===== src/core/ast_pkg.sv =====
package ast_pkg;

  localparam int CLK_MHZ        = 25;
  localparam int CLK_NS         = 1000 / CLK_MHZ;
  localparam int TICK_NS        = 250;
  localparam int CONV_NS        = 10000;
  localparam int SAMP_MIN_NS    = 10000;
  localparam int TMR_MIN_NS     = 500;

  localparam logic [7:0] ACC_STEP = 8'(CLK_NS);
  localparam logic [7:0] ACC_WRAP = 8'(TICK_NS);
  localparam logic [7:0] ACC_RST  = 8'h00;

  localparam logic [2:0] PULSE_CYC = 3'((TICK_NS + CLK_NS - 1) / CLK_NS);
  localparam logic [8:0] CONV_CYC  = 9'((CONV_NS + CLK_NS - 1) / CLK_NS);

  localparam logic [31:0] SAMP_MIN_CNT = 32'(SAMP_MIN_NS / TICK_NS - 1);
  localparam logic [31:0] TMR_MIN_CNT  = 32'(TMR_MIN_NS / TICK_NS - 1);
  localparam logic [31:0] CNT_RST      = 32'h0000_0000;

  localparam int NUM_CH     = 16;
  localparam int RES_W      = 12;
  localparam int CH_W       = 4;
  localparam int RANGE_W    = 3;
  localparam int FIFO_W     = CH_W + RES_W;
  localparam int FIFO_DEPTH = 8;
  localparam int NUM_FLAGS  = 4;
  localparam int NUM_DIO    = 4;

  localparam int FLG_TMR     = 0;
  localparam int FLG_TMR_OVR = 1;
  localparam int FLG_TRG     = 2;
  localparam int FLG_TRG_OVR = 3;

  localparam int PIN_SCLK = 0;
  localparam int PIN_TRIG = 1;
  localparam int PIN_DIN  = 2;
  localparam int PIN_W    = 2 + NUM_DIO;

  localparam logic [RANGE_W-1:0] RANGE_RST = 3'h0;
  localparam logic [NUM_DIO-1:0] DOUT_RST  = 4'h0;

  typedef enum logic [1:0] {
    AST_IDLE = 2'b00,
    AST_CONV = 2'b01,
    AST_GAP  = 2'b10
  } ast_conv_state_t;

endpackage : ast_pkg


===== src/core/ast_fifo_if.sv =====
`timescale 1ns/1ps
interface ast_fifo_if #(
  parameter int W = 16
);
  logic         valid;
  logic         ready;
  logic [W-1:0] data;

  modport src (output valid, output data, input ready);
  modport snk (input valid, input data, output ready);
endinterface : ast_fifo_if


===== src/core/ast_fifo.sv =====
`timescale 1ns/1ps
module ast_fifo #(
  parameter int W = 16,
  parameter int D = 8
) (
  input  wire logic   mclk_i,
  input  wire logic   rst_i,
  ast_fifo_if.snk     wr,
  ast_fifo_if.src     rd
);
  localparam int AW = $clog2(D);
  localparam int CW = AW + 1;

  logic [W-1:0]  mem [D];
  logic [AW-1:0] wptr;
  logic [AW-1:0] rptr;
  logic [CW-1:0] cnt;
  logic          out_valid;
  logic [W-1:0]  out_data;
  logic          push;
  logic          load;

  // The array is full at D words; the output register holds one more.
  assign wr.ready = (cnt < CW'(D));
  assign push     = wr.valid && wr.ready;
  assign load     = (cnt != '0) && (!out_valid || rd.ready);
  assign rd.valid = out_valid;
  assign rd.data  = out_data;

  always_ff @(posedge mclk_i) begin
    if (push) begin
      mem[wptr] <= wr.data;
    end
  end

  always_ff @(posedge mclk_i or posedge rst_i) begin
    if (rst_i) begin
      wptr <= '0;
      rptr <= '0;
      cnt  <= '0;
    end else begin
      if (push) begin
        wptr <= (wptr == AW'(D - 1)) ? '0 : wptr + 1'b1;
      end
      if (load) begin
        rptr <= (rptr == AW'(D - 1)) ? '0 : rptr + 1'b1;
      end
      cnt <= cnt + CW'(push) - CW'(load);
    end
  end

  always_ff @(posedge mclk_i or posedge rst_i) begin
    if (rst_i) begin
      out_valid <= 1'b0;
      out_data  <= '0;
    end else if (load) begin
      out_valid <= 1'b1;
      out_data  <= mem[rptr];
    end else if (rd.ready) begin
      out_valid <= 1'b0;
    end
  end

endmodule : ast_fifo


===== src/core/ast_ctrl.sv =====
`timescale 1ns/1ps
// Contract
// RQ1: Start conversions by software or periodic tick.
// RQ2: Software selects internal or external sampling clock.
// RQ3: Internal sampling period programmable in 250 ns.
// RQ4: External clock samples on each falling edge.
// RQ5: Interval timer period from 500 ns, 250 ns.
// RQ6: Timer reports expiry flag and overrun flag.
// RQ7: Timer output pulses low 250 ns per expiry; code holds it low 7 cycles (280 ns).
// RQ8: External trigger detected on falling edge.
// RQ9: Trigger sets flag; repeat before handling sets overrun.
// RQ10: 12-bit results, one conversion per 10 us.
// RQ11: Sixteen single-ended or eight differential channels.
// RQ12: Per-channel range from eight options, applied.
// RQ13: Four readable digital inputs, four drivable outputs.
// RQ14: Flags sticky until cleared; interrupt on enabled.
// RQ15: Down-counters on 250 ns tick, reload on expiry.
module ast_ctrl (
  input  wire logic                          mclk_i,
  input  wire logic                          rst_i,
  input  wire logic                          periodic_i,
  input  wire logic                          src_ext_i,
  input  wire logic                          soft_start_i,
  input  wire logic [31:0]                   samp_period_i,
  input  wire logic                          timer_en_i,
  input  wire logic [31:0]                   timer_period_i,
  input  wire logic                          diff_i,
  input  wire logic [ast_pkg::CH_W-1:0]      chan_i,
  input  wire logic                          range_wr_i,
  input  wire logic [ast_pkg::CH_W-1:0]      range_ch_i,
  input  wire logic [ast_pkg::RANGE_W-1:0]   range_val_i,
  input  wire logic [ast_pkg::NUM_FLAGS-1:0] flag_clr_i,
  input  wire logic [ast_pkg::NUM_FLAGS-1:0] irq_en_i,
  input  wire logic                          dout_wr_i,
  input  wire logic [ast_pkg::NUM_DIO-1:0]   dout_val_i,
  input  wire logic                          ext_sclk_i,
  input  wire logic                          ext_trig_n_i,
  input  wire logic [ast_pkg::NUM_DIO-1:0]   din_pin_i,
  input  wire logic                          adc_done_i,
  input  wire logic [ast_pkg::RES_W-1:0]     adc_data_i,
  input  wire logic                          res_ready_i,
  output logic                               adc_start_o,
  output logic [ast_pkg::CH_W-1:0]           adc_chan_o,
  output logic [ast_pkg::RANGE_W-1:0]        adc_range_o,
  output logic                               adc_diff_o,
  output logic                               busy_o,
  output logic                               res_valid_o,
  output logic [ast_pkg::FIFO_W-1:0]         res_data_o,
  output logic                               timer_out_n_o,
  output logic [ast_pkg::NUM_FLAGS-1:0]      flags_o,
  output logic                               irq_o,
  output logic [ast_pkg::NUM_DIO-1:0]        din_o,
  output logic [ast_pkg::NUM_DIO-1:0]        dout_pin_o
);

  function automatic logic [31:0] clamp_min(input logic [31:0] val, input logic [31:0] lim);
    clamp_min = (val < lim) ? lim : val;
  endfunction : clamp_min

  ast_pkg::ast_conv_state_t              state;
  logic [ast_pkg::PIN_W-1:0]             pin_s1;
  logic [ast_pkg::PIN_W-1:0]             pin_s2;
  logic [ast_pkg::PIN_W-1:0]             pin_s3;
  logic                                  sclk_fall;
  logic                                  trig_fall;
  logic [7:0]                            acc;
  logic [8:0]                            acc_sum;
  logic                                  tick;
  logic [1:0]                            run;
  logic [31:0]                           load_val [2];
  logic [31:0]                           cnt [2];
  logic [1:0]                            expire;
  logic [2:0]                            pulse_cnt;
  logic [ast_pkg::NUM_FLAGS-1:0]         flags;
  logic [ast_pkg::NUM_FLAGS-1:0]         next_set;
  logic                                  pending;
  logic                                  samp_evt;
  logic                                  start_now;
  logic [8:0]                            gap_cnt;
  logic [ast_pkg::RANGE_W-1:0]           range_mem [ast_pkg::NUM_CH];
  logic [ast_pkg::CH_W-1:0]              sel_ch;
  ast_fifo_if #(.W(ast_pkg::FIFO_W))     push_if ();
  ast_fifo_if #(.W(ast_pkg::FIFO_W))     pop_if ();
  logic [8:0]                            since_start;

  // External pins pass two flip-flops; the third stage only feeds edge detection.
  always_ff @(posedge mclk_i or posedge rst_i) begin
    if (rst_i) begin
      pin_s1 <= '1;
      pin_s2 <= '1;
      pin_s3 <= '1;
    end else begin
      pin_s1 <= {din_pin_i, ext_trig_n_i, ext_sclk_i};
      pin_s2 <= pin_s1;
      pin_s3 <= pin_s2;
    end
  end

  assign sclk_fall = pin_s3[ast_pkg::PIN_SCLK] && !pin_s2[ast_pkg::PIN_SCLK]; // RQ4
  assign trig_fall = pin_s3[ast_pkg::PIN_TRIG] && !pin_s2[ast_pkg::PIN_TRIG]; // RQ8

  // The 250 ns tick is not a whole number of clocks, so a phase accumulator spaces it 6 or 7 cycles.
  assign acc_sum = {1'b0, acc} + {1'b0, ast_pkg::ACC_STEP};
  assign tick    = (acc_sum >= {1'b0, ast_pkg::ACC_WRAP}); // RQ15

  always_ff @(posedge mclk_i or posedge rst_i) begin
    if (rst_i) begin
      acc <= ast_pkg::ACC_RST;
    end else if (tick) begin
      acc <= 8'(acc_sum - {1'b0, ast_pkg::ACC_WRAP});
    end else begin
      acc <= acc_sum[7:0];
    end
  end

  a_tick_gap: assert property ( // RQ15
    @(posedge mclk_i) disable iff (rst_i)
    tick |=> !tick [*5] ##[1:2] tick)
    else $error("Tick spacing is not six or seven cycles.");

  // Counter 0 is the internal sampling clock, counter 1 the interval timer.
  assign run[0]      = periodic_i && !src_ext_i; // RQ2
  assign run[1]      = timer_en_i;
  assign load_val[0] = clamp_min(samp_period_i, ast_pkg::SAMP_MIN_CNT); // RQ3
  assign load_val[1] = clamp_min(timer_period_i, ast_pkg::TMR_MIN_CNT); // RQ5

  for (genvar g = 0; g < 2; g++) begin : g_ivl
    assign expire[g] = run[g] && tick && (cnt[g] == '0);

    always_ff @(posedge mclk_i or posedge rst_i) begin
      if (rst_i) begin
        cnt[g] <= ast_pkg::CNT_RST;
      end else if (!run[g]) begin
        cnt[g] <= load_val[g];
      end else if (tick) begin
        cnt[g] <= (cnt[g] == '0) ? load_val[g] : cnt[g] - 32'h0000_0001; // RQ15
      end
    end
  end

  // The timer pin is held low for the whole-cycle round-up of 250 ns after each expiry.
  always_ff @(posedge mclk_i or posedge rst_i) begin
    if (rst_i) begin
      pulse_cnt     <= 3'h0;
      timer_out_n_o <= 1'b1;
    end else if (expire[1]) begin
      pulse_cnt     <= ast_pkg::PULSE_CYC - 3'h1;
      timer_out_n_o <= 1'b0; // RQ7
    end else if (pulse_cnt != 3'h0) begin
      pulse_cnt     <= pulse_cnt - 3'h1;
      timer_out_n_o <= 1'b0;
    end else begin
      timer_out_n_o <= 1'b1;
    end
  end

  a_pulse_low: assert property ( // RQ7
    @(posedge mclk_i) disable iff (rst_i)
    $fell(timer_out_n_o) |-> !timer_out_n_o [*7] ##1 timer_out_n_o)
    else $error("Timer low pulse is not seven cycles.");

  // A new event while its flag still stands raises the overrun flag; the set beats a same-cycle clear.
  always_comb begin
    next_set                       = '0;
    next_set[ast_pkg::FLG_TMR]     = expire[1]; // RQ6
    next_set[ast_pkg::FLG_TMR_OVR] = expire[1] && flags[ast_pkg::FLG_TMR] && !flag_clr_i[ast_pkg::FLG_TMR]; // RQ6
    next_set[ast_pkg::FLG_TRG]     = trig_fall; // RQ9
    next_set[ast_pkg::FLG_TRG_OVR] = trig_fall && flags[ast_pkg::FLG_TRG] && !flag_clr_i[ast_pkg::FLG_TRG]; // RQ9
  end

  always_ff @(posedge mclk_i or posedge rst_i) begin
    if (rst_i) begin
      flags <= '0;
    end else begin
      flags <= (flags & ~flag_clr_i) | next_set; // RQ14
    end
  end

  always_ff @(posedge mclk_i or posedge rst_i) begin
    if (rst_i) begin
      irq_o <= 1'b0;
    end else begin
      irq_o <= |(flags & irq_en_i); // RQ14
    end
  end

  assign flags_o = flags;

  a_trig_flag: assert property ( // RQ9
    @(posedge mclk_i) disable iff (rst_i)
    trig_fall |=> flags[ast_pkg::FLG_TRG])
    else $error("Trigger edge did not set its flag.");

  a_trig_ovr: assert property ( // RQ9
    @(posedge mclk_i) disable iff (rst_i)
    trig_fall && flags[ast_pkg::FLG_TRG] && !flag_clr_i[ast_pkg::FLG_TRG] |=> flags[ast_pkg::FLG_TRG_OVR])
    else $error("Repeated trigger did not set overrun.");

  a_tmr_ovr: assert property ( // RQ6
    @(posedge mclk_i) disable iff (rst_i)
    expire[1] && flags[ast_pkg::FLG_TMR] && !flag_clr_i[ast_pkg::FLG_TMR] |=> flags[ast_pkg::FLG_TMR_OVR])
    else $error("Repeated expiry did not set overrun.");

  a_flag_sticky: assert property ( // RQ14
    @(posedge mclk_i) disable iff (rst_i)
    flags[ast_pkg::FLG_TRG_OVR] && !flag_clr_i[ast_pkg::FLG_TRG_OVR] |=> flags[ast_pkg::FLG_TRG_OVR])
    else $error("Overrun flag dropped without a clear.");

  a_irq_follow: assert property ( // RQ14
    @(posedge mclk_i) disable iff (rst_i)
    (flags & irq_en_i) != '0 |=> irq_o ##0 $past(flags_o != '0))
    else $error("Interrupt did not follow an enabled flag.");

  // Per-channel range settings.
  always_ff @(posedge mclk_i or posedge rst_i) begin
    if (rst_i) begin
      for (int i = 0; i < ast_pkg::NUM_CH; i++) begin
        range_mem[i] <= ast_pkg::RANGE_RST;
      end
    end else if (range_wr_i) begin
      range_mem[range_ch_i] <= range_val_i; // RQ12
    end
  end

  // Differential mode folds the channel number into the lower eight.
  assign sel_ch = diff_i ? {1'b0, chan_i[ast_pkg::CH_W-2:0]} : chan_i; // RQ11

  assign samp_evt  = periodic_i && (src_ext_i ? sclk_fall : expire[0]); // RQ1
  assign start_now = (state == ast_pkg::AST_IDLE) && pending && push_if.ready;

  always_ff @(posedge mclk_i or posedge rst_i) begin
    if (rst_i) begin
      pending <= 1'b0;
    end else if (soft_start_i || samp_evt) begin
      pending <= 1'b1; // RQ1
    end else if (start_now) begin
      pending <= 1'b0;
    end
  end

  // The sequencer waits for room in the buffer, so a stalled reader holds sampling back.
  always_ff @(posedge mclk_i or posedge rst_i) begin
    if (rst_i) begin
      state   <= ast_pkg::AST_IDLE;
      gap_cnt <= 9'h000;
    end else begin
      if (gap_cnt != 9'h000) begin
        gap_cnt <= gap_cnt - 9'h001;
      end
      case (state)
        ast_pkg::AST_IDLE: begin
          if (start_now) begin
            state   <= ast_pkg::AST_CONV;
            gap_cnt <= ast_pkg::CONV_CYC - 9'h001; // RQ10
          end
        end
        ast_pkg::AST_CONV: begin
          if (adc_done_i) begin
            state <= ast_pkg::AST_GAP;
          end
        end
        ast_pkg::AST_GAP: begin
          if (gap_cnt == 9'h000) begin
            state <= ast_pkg::AST_IDLE;
          end
        end
        default: begin
          state <= ast_pkg::AST_IDLE;
        end
      endcase
    end
  end

  always_ff @(posedge mclk_i or posedge rst_i) begin
    if (rst_i) begin
      adc_start_o <= 1'b0;
      adc_chan_o  <= '0;
      adc_range_o <= ast_pkg::RANGE_RST;
      adc_diff_o  <= 1'b0;
    end else begin
      adc_start_o <= start_now;
      if (start_now) begin
        adc_chan_o  <= sel_ch;
        adc_range_o <= range_mem[sel_ch]; // RQ12
        adc_diff_o  <= diff_i; // RQ11
      end
    end
  end

  assign busy_o = (state != ast_pkg::AST_IDLE);

  // Each finished 12-bit result is tagged with its channel and pushed once.
  always_ff @(posedge mclk_i or posedge rst_i) begin
    if (rst_i) begin
      push_if.valid <= 1'b0;
      push_if.data  <= '0;
    end else begin
      push_if.valid <= (state == ast_pkg::AST_CONV) && adc_done_i;
      if ((state == ast_pkg::AST_CONV) && adc_done_i) begin
        push_if.data <= {adc_chan_o, adc_data_i}; // RQ10
      end
    end
  end

  ast_fifo #(
    .W (ast_pkg::FIFO_W),
    .D (ast_pkg::FIFO_DEPTH)
  ) u_fifo (
    .mclk_i (mclk_i),
    .rst_i  (rst_i),
    .wr     (push_if.snk),
    .rd     (pop_if.src)
  );

  assign pop_if.ready = res_ready_i;
  assign res_valid_o  = pop_if.valid;
  assign res_data_o   = pop_if.data;

  // Helper counter of cycles since the last start.
  always_ff @(posedge mclk_i or posedge rst_i) begin
    if (rst_i) begin
      since_start <= 9'h1ff;
    end else if (adc_start_o) begin
      since_start <= 9'h000;
    end else if (since_start != 9'h1ff) begin
      since_start <= since_start + 9'h001;
    end
  end

  a_conv_gap: assert property ( // RQ10
    @(posedge mclk_i) disable iff (rst_i)
    adc_start_o |-> since_start >= (ast_pkg::CONV_CYC - 9'h001))
    else $error("Conversions closer than ten microseconds.");

  a_start_taken: assert property ( // RQ1
    @(posedge mclk_i) disable iff (rst_i)
    start_now |=> adc_start_o && busy_o && !$past(busy_o))
    else $error("Pending request did not start a conversion.");

  a_diff_chan: assert property ( // RQ11
    @(posedge mclk_i) disable iff (rst_i)
    adc_start_o && adc_diff_o |-> adc_chan_o < 4'h8)
    else $error("Differential channel above seven.");

  a_range_use: assert property ( // RQ12
    @(posedge mclk_i) disable iff (rst_i)
    adc_start_o && !$past(range_wr_i) |-> adc_range_o == range_mem[adc_chan_o])
    else $error("Range does not match channel setting.");

  a_ext_sample: assert property ( // RQ4
    @(posedge mclk_i) disable iff (rst_i)
    periodic_i && src_ext_i && sclk_fall |=> pending || adc_start_o)
    else $error("External falling edge did not request a sample.");

  // Digital inputs are synchronised, outputs written by software.
  always_ff @(posedge mclk_i or posedge rst_i) begin
    if (rst_i) begin
      din_o <= '0;
    end else begin
      din_o <= pin_s2[ast_pkg::PIN_DIN +: ast_pkg::NUM_DIO]; // RQ13
    end
  end

  always_ff @(posedge mclk_i or posedge rst_i) begin
    if (rst_i) begin
      dout_pin_o <= ast_pkg::DOUT_RST;
    end else if (dout_wr_i) begin
      dout_pin_o <= dout_val_i; // RQ13
    end
  end

  a_din_delay: assert property ( // RQ13
    @(posedge mclk_i) disable iff (rst_i)
    !$past(rst_i, 3) |-> din_o == $past(din_pin_i, 3))
    else $error("Digital input not three cycles behind pin.");

endmodule : ast_ctrl


===== config.mk =====
export PLATFORM = sky130hd
export DESIGN_NAME = ast_ctrl
export DESIGN_NICKNAME = d
export VERILOG_FILES = /design/src/core/ast_pkg.sv /design/src/core/ast_fifo_if.sv /design/src/core/ast_fifo.sv /design/src/core/ast_ctrl.sv
export SDC_FILE = /design/constraint.sdc
export NUM_CORES = 1
export LEC_CHECK = 0
export BUFFER_PORTS_ARGS = -buffer_cell sky130_fd_sc_hd__buf_4
export CORE_AREA = 5 5 183 185
export CTS_BUF_LIST = sky130_fd_sc_hd__clkbuf_16
export DETAILED_ROUTE_END_ITERATION = 8
export DIE_AREA = 0 0 188 190
export GPL_TIMING_DRIVEN = 0
export PLACE_DENSITY = 0.72
export SETUP_SLACK_MARGIN = 0.02
export SKIP_LAST_GASP = 1
export SLEW_MARGIN = 0
export SYNTH_ARGS = -nofsm -noshare
export SYNTH_HDL_FRONTEND = slang
export SYNTH_SLANG_ARGS = --single-unit

===== constraint.sdc =====
create_clock -name mclk_i -period 10.15 [get_ports mclk_i]
set_clock_uncertainty 0.05 [all_clocks]
set_input_delay 0.5075 -clock mclk_i [delete_from_list [all_inputs] [get_ports mclk_i]]
set_output_delay 0.5075 -clock mclk_i [all_outputs]
set_load 0.02 [all_outputs]

* After elaboration in Yosys (flattened, before gate mapping)
Memories as Yosys holds them, arrays and structs flattened. A register that Yosys moved wholly into a read port is not among the register bits. Cells that the tools add are included.
Storage, ports and cells: bits in writable memories 128, output and inout bits 41, memories kept 1, register bits 200
Cells by class: equal/unequal tests 9, muxes and demuxes 36, $add $sub $neg 10, bitwise gates (word level) 6, reductions and logical operators 39, order comparisons 7
Memories:
- u_fifo.mem | words 8, width 16, rd ports 1, clocked after memory_dff 1, wr ports 1, line ast_fifo.sv:14 | logic [W-1:0] mem [D];
Operator list (count):
- 2-to-1 mux 32 bit | 8
- zero test 32 bit | 2
- subtractor 32 x 1 -> 32 bit, second input constant | 2
- bitwise mux 48 bit | 1
- less-than comparator 32 x 1 -> 1 bit, second input constant | 1
- less-than comparator 32 x 6 -> 1 bit, second input constant | 1
- 2-to-1 mux 9 bit | 3
- 2-to-1 mux 3 bit | 7
- logical AND 1 bit | 18
- binary-select mux 3 bit (select 4 bit) | 1
- demux 3 bit (select 4 bit) | 1
- >= comparator 5 bit, second input constant | 2
- inverter 4 -> 5 bit | 2
- adder 8 x 6 -> 9 bit, second input constant | 1
- >= comparator 9 x 8 -> 1 bit, second input constant | 1
- zero test 9 bit | 1
- 2-to-1 mux 1 bit | 9
- nonzero test 9 bit | 1
- subtractor 9 x 1 -> 9 bit, second input constant | 1
- AND 4 bit | 2
- 2-to-1 mux 8 bit | 1
- inequality test 2 bit, second input constant | 4
- nonzero test 2 bit | 4
- subtractor 8 bit, second input constant | 1
- other kinds (22) | 32

* Depth between registers and ports, before layout
word-level depth 8, mapped depth 11, mapped depth without buffers 10

* By module
Synthesis repeated with hierarchy kept, for this count alone.
Unflattened totals: cell total of the unflattened synthesis 1282, area total of the unflattened synthesis 15788.9 µm²
Modules (own cells, without submodules):
- ast_ctrl | cells each 929, area an instance 9541.7 µm², seq. area each 4723.3 µm², instances 1
- ast_fifo | cells each 353, area an instance 6247.2 µm², seq. area each 4519.3 µm², instances 1

* Worst setup path before layout
No wires, ideal clock.
kind reg-to-reg, from register u_fifo.cnt[3], to register u_fifo.cnt[2], slack 7.518 ns, arrival 2.460 ns, setup time 0.123 ns, buffers on the path 1, period minus slack after synthesis 2.632 ns, data required time 9.977 ns, stages on the path, launching flop included 12, cells stage by stage dfrtp_1 -> inv_1 -> ha_1 -> and3_1 -> a21oi_1 -> clkbuf_1 -> ha_1 -> inv_1 -> ha_1 -> inv_1 -> fa_1 -> xnor2_1
Between the ends: elaborated cells on any way between the ends 6, those cells by class add/sub: 2; order compare: 1; reduce/logical: 3
RTL lines:
- start, declared | line ast_fifo.sv:17 | logic [CW-1:0] cnt;
- start signal, assigned | line ast_fifo.sv:48 | cnt <= cnt + CW'(push) - CW'(load);
- nonzero test 4 bit | line ast_fifo.sv:26 | assign load = (cnt != '0) && (!out_valid || rd.ready);
- logical AND 1 bit | line ast_fifo.sv:26
- via u_fifo.load | line ast_fifo.sv:21 | logic load;
- subtractor 4 x 1 -> 4 bit | line ast_fifo.sv:48
The timed path passes the listed nets, and every way through them passes these cells. A chain may end at the register's enable or synchronous reset.

* Worst setup path after layout
from register u_fifo.cnt[2], to register u_fifo.cnt[3]
Same word-level chain as after synthesis.

==> qor.txt <==
Layout cells sized above 1: 27.26%
Crit Path Max Fanout: 10
Initial antenna violation count: 1
Post-synth top flop: dfrtp_1
Routed WL per cell: 20.30 um
Setup Viol. Count Final: 0
Fin crit period: 3.364 ns
FFs w/ async S/R, synth: 62.68%
Vias post-DR: 11050
Area grow syn2layout: 20.21%
Vias in the first global route: 11440
WP data required: 10.55 ns
Post-CTS Setup Inserts: 0
CTS tree: built
Die width: 188 um
Avg Inst Size Synth: 12.78 um^2
Total Power: 0.004291 W
Critical path type: register to register
Pin count of the biggest net entering global routing: 117
Sequential-to-total area share from yosys stat: 59.10%
Synth Warn #: 0
LEAKAGE: 7.626 nW
Fin crit share: 33.15%
H-tree levels: 2
Cell mode on critical path: ha_1
Clock network power share: 33.1%
Clock Latency Late Sink: 0.54 ns
PwrDens: 228.2 nW/um^2
Clk slew on worst S/H paths: 0.06 ns
Top-level I/O count: 157
WL final: 37940 um
CP Cell Sequence: inv_1, ha_1, and3_1, a21oi_1, clkbuf_1, ha_1, inv_1, ha_1, a21o_1, a21oi_1, xor2_1
Sequential power share: 44.3%
GPL Wtd Cong: 0.9118
IO buf count: 155
Tightest Pin Transition: 1.050 ns
Std cell rows: 66
Status: finished, final reports clean
Worst Setup Start Kind: register
Hold Vio Cnt, Final: 0
Num CTS Buffers: 38
Post-Route Utilization: 58.98%
Max VDD drop: 0.0001745 V
Layout Nets: 1567
Unique cell type count in the Yosys netlist: 82
Max-cap viol count: 0
Cell with the most instances after synthesis: dfrtp_1
Slowest stage delay, CP: 0.81 ns
Synth cell count leaders: dfrtp_1, nand2_1, edfxtp_1
Pre-CTS WS: 6.737 ns
Clock sink count: 343
Yosys reg bits: 343
Critical Path AT: 3.76 ns
GR Overflow Total: 0
Mapped Area: 15640 um^2
CP max stage cell: a21oi_1
Hold WC Path Type: input pin to register
Worst setup EP type: register
Cell family with most CP delay: compound AO/OA/AOI/OAI gates
Synth area leaders: dfrtp_1, edfxtp_1, mux4_2
Post-CTS resize count: 0
DIE HEIGHT: 190 um
Synth Net Count: 1361
Final setup TNS: 0 ns
Worst Path Buf+Inv: 3
Sw frac: 29.59%
Global-route wire length before repair: 61970 um
Logic pwr share: 22.6%
DRT Pass-1 Iters: 5
Peak Freq: 297.2 MHz
Mapped Cells: 1224
Cell accounting for the most synthesized area: dfrtp_1
Routed Antenna Nets: 0
Slew margin rel.: 30.02%
Drt via density: 5.910
Starting density of the core: 49.07%
Clock root cell: clkbuf_16
DIE AREA: 35720 um^2
CORE AREA: 31880 um^2
Share of Yosys cell area claimed by the top area cell type: 32.00%
EDFF count, synth: 128
DRT iter0 DRCs: 907
Slew Viols, Final: 0
Final worst slack: 6.786 ns
CTS max path bufs: 3
Gr usage total: 21.46%
Internal power: 0.003021 W
Hold_buf cts: 0
HPWL Detailed: 25920 um
Sw power: 0.001269 W
Unrepaired setup endpoints after global routing: false
# DRC: 0
## cell type report
class	instances	area [um^2]
Fill cell	2589	13080
Sequential cell	343	9243
Multi-Input combinational cell	799	6075
Timing Repair Buffer	166	1326
Clock buffer	38	950.9
Tap cell	408	510.5
Clock inverter	32	337.8
Buffer	48	220.2
Inverter	34	135.1
Antenna cell	1	2.502
## flip-flops by register name, indices dropped and copies added (netlist names), 4 cells and up
register / flops
din_o: 4
flags_o: 4
dout_pin_o: 4
u_fifo.rd.data: 16
push_if.data: 16
pin_s1: 6
adc_chan_o: 4
range_mem: 48
acc: 7
pin_s2: 6
u_fifo.cnt: 4
u_fifo.mem: 128
gap_cnt: 9
cnt: 64
## kinds of logic after synthesis
logic type | after synthesis | synth area share [%]
xor+xnor | 19 | 1.064
flops | 343 | 59.10
fa+ha+maj | 21 | 1.728
mux | 125 | 12.22
simple gates | 442 | 14.99
buf+inv | 82 | 2.224
compound gates | 192 | 8.680
## power groups by stage
stage	logic (W)	clock network, W	registers [W]
floorplan	0.000609	0	0.00193
global placement	0.000955	0	0.00190
detailed placement	0.000984	0	0.00192
CTS	0.000991	0.00145	0.00190
global route	0.00108	0.00151	0.00194
finish	0.000971	0.00142	0.00190
## routing by layer
metal	vias up	wire length [um]	track usage, %
met2	430	18140	35.17
met5	-	0	0
met3	96	2422	3.541
li1	5051	-	-
met4	0	1137	6.635
met1	5468	16250	29.75
## metrics by stage
stage / hold WS, ns / instances / cell area [um^2]
5_1_grt: 0.002821 / 1869 / 18800
3_5_place_dp: 0.2972 / 1798 / 17510
2_1_floorplan: 0.2952 / 1224 / 15640
3_3_place_gp: 0.2958 / 1787 / 17310
4_1_cts: 0.002114 / 1868 / 18800
6_report: 0.03264 / 1869 / 18800
## cell usage in the layout (no fill, tap or decap), drive strengths merged, types with 21 or more instances in the layout
cell / instances
dfrtp: 200
buf: 186
nand2: 130
edfxtp: 128
nor2: 89
clkbuf: 66
mux2: 57
mux4: 47
o21ai: 45
nor4: 43
a21oi: 40
inv: 40
nor3: 37
nand3: 27
mux2i: 21
## worst paths after layout
path	start	end	slack, ns	cells past startpoint
max in group asynchronous	rst_i	cnt[4]	8.97	3
min reg2reg	pin_s1[5]	pin_s2[5]	0.30	0
min	din_pin_i[2]	pin_s1[4]	0.03	1
max	u_fifo.cnt[2]	u_fifo.cnt[3]	6.79	11
min in group asynchronous	rst_i	range_mem[9]	0.04	2
max reg2reg	u_fifo.cnt[2]	u_fifo.cnt[3]	6.79	11
Power figures use the tool's default switching activity.
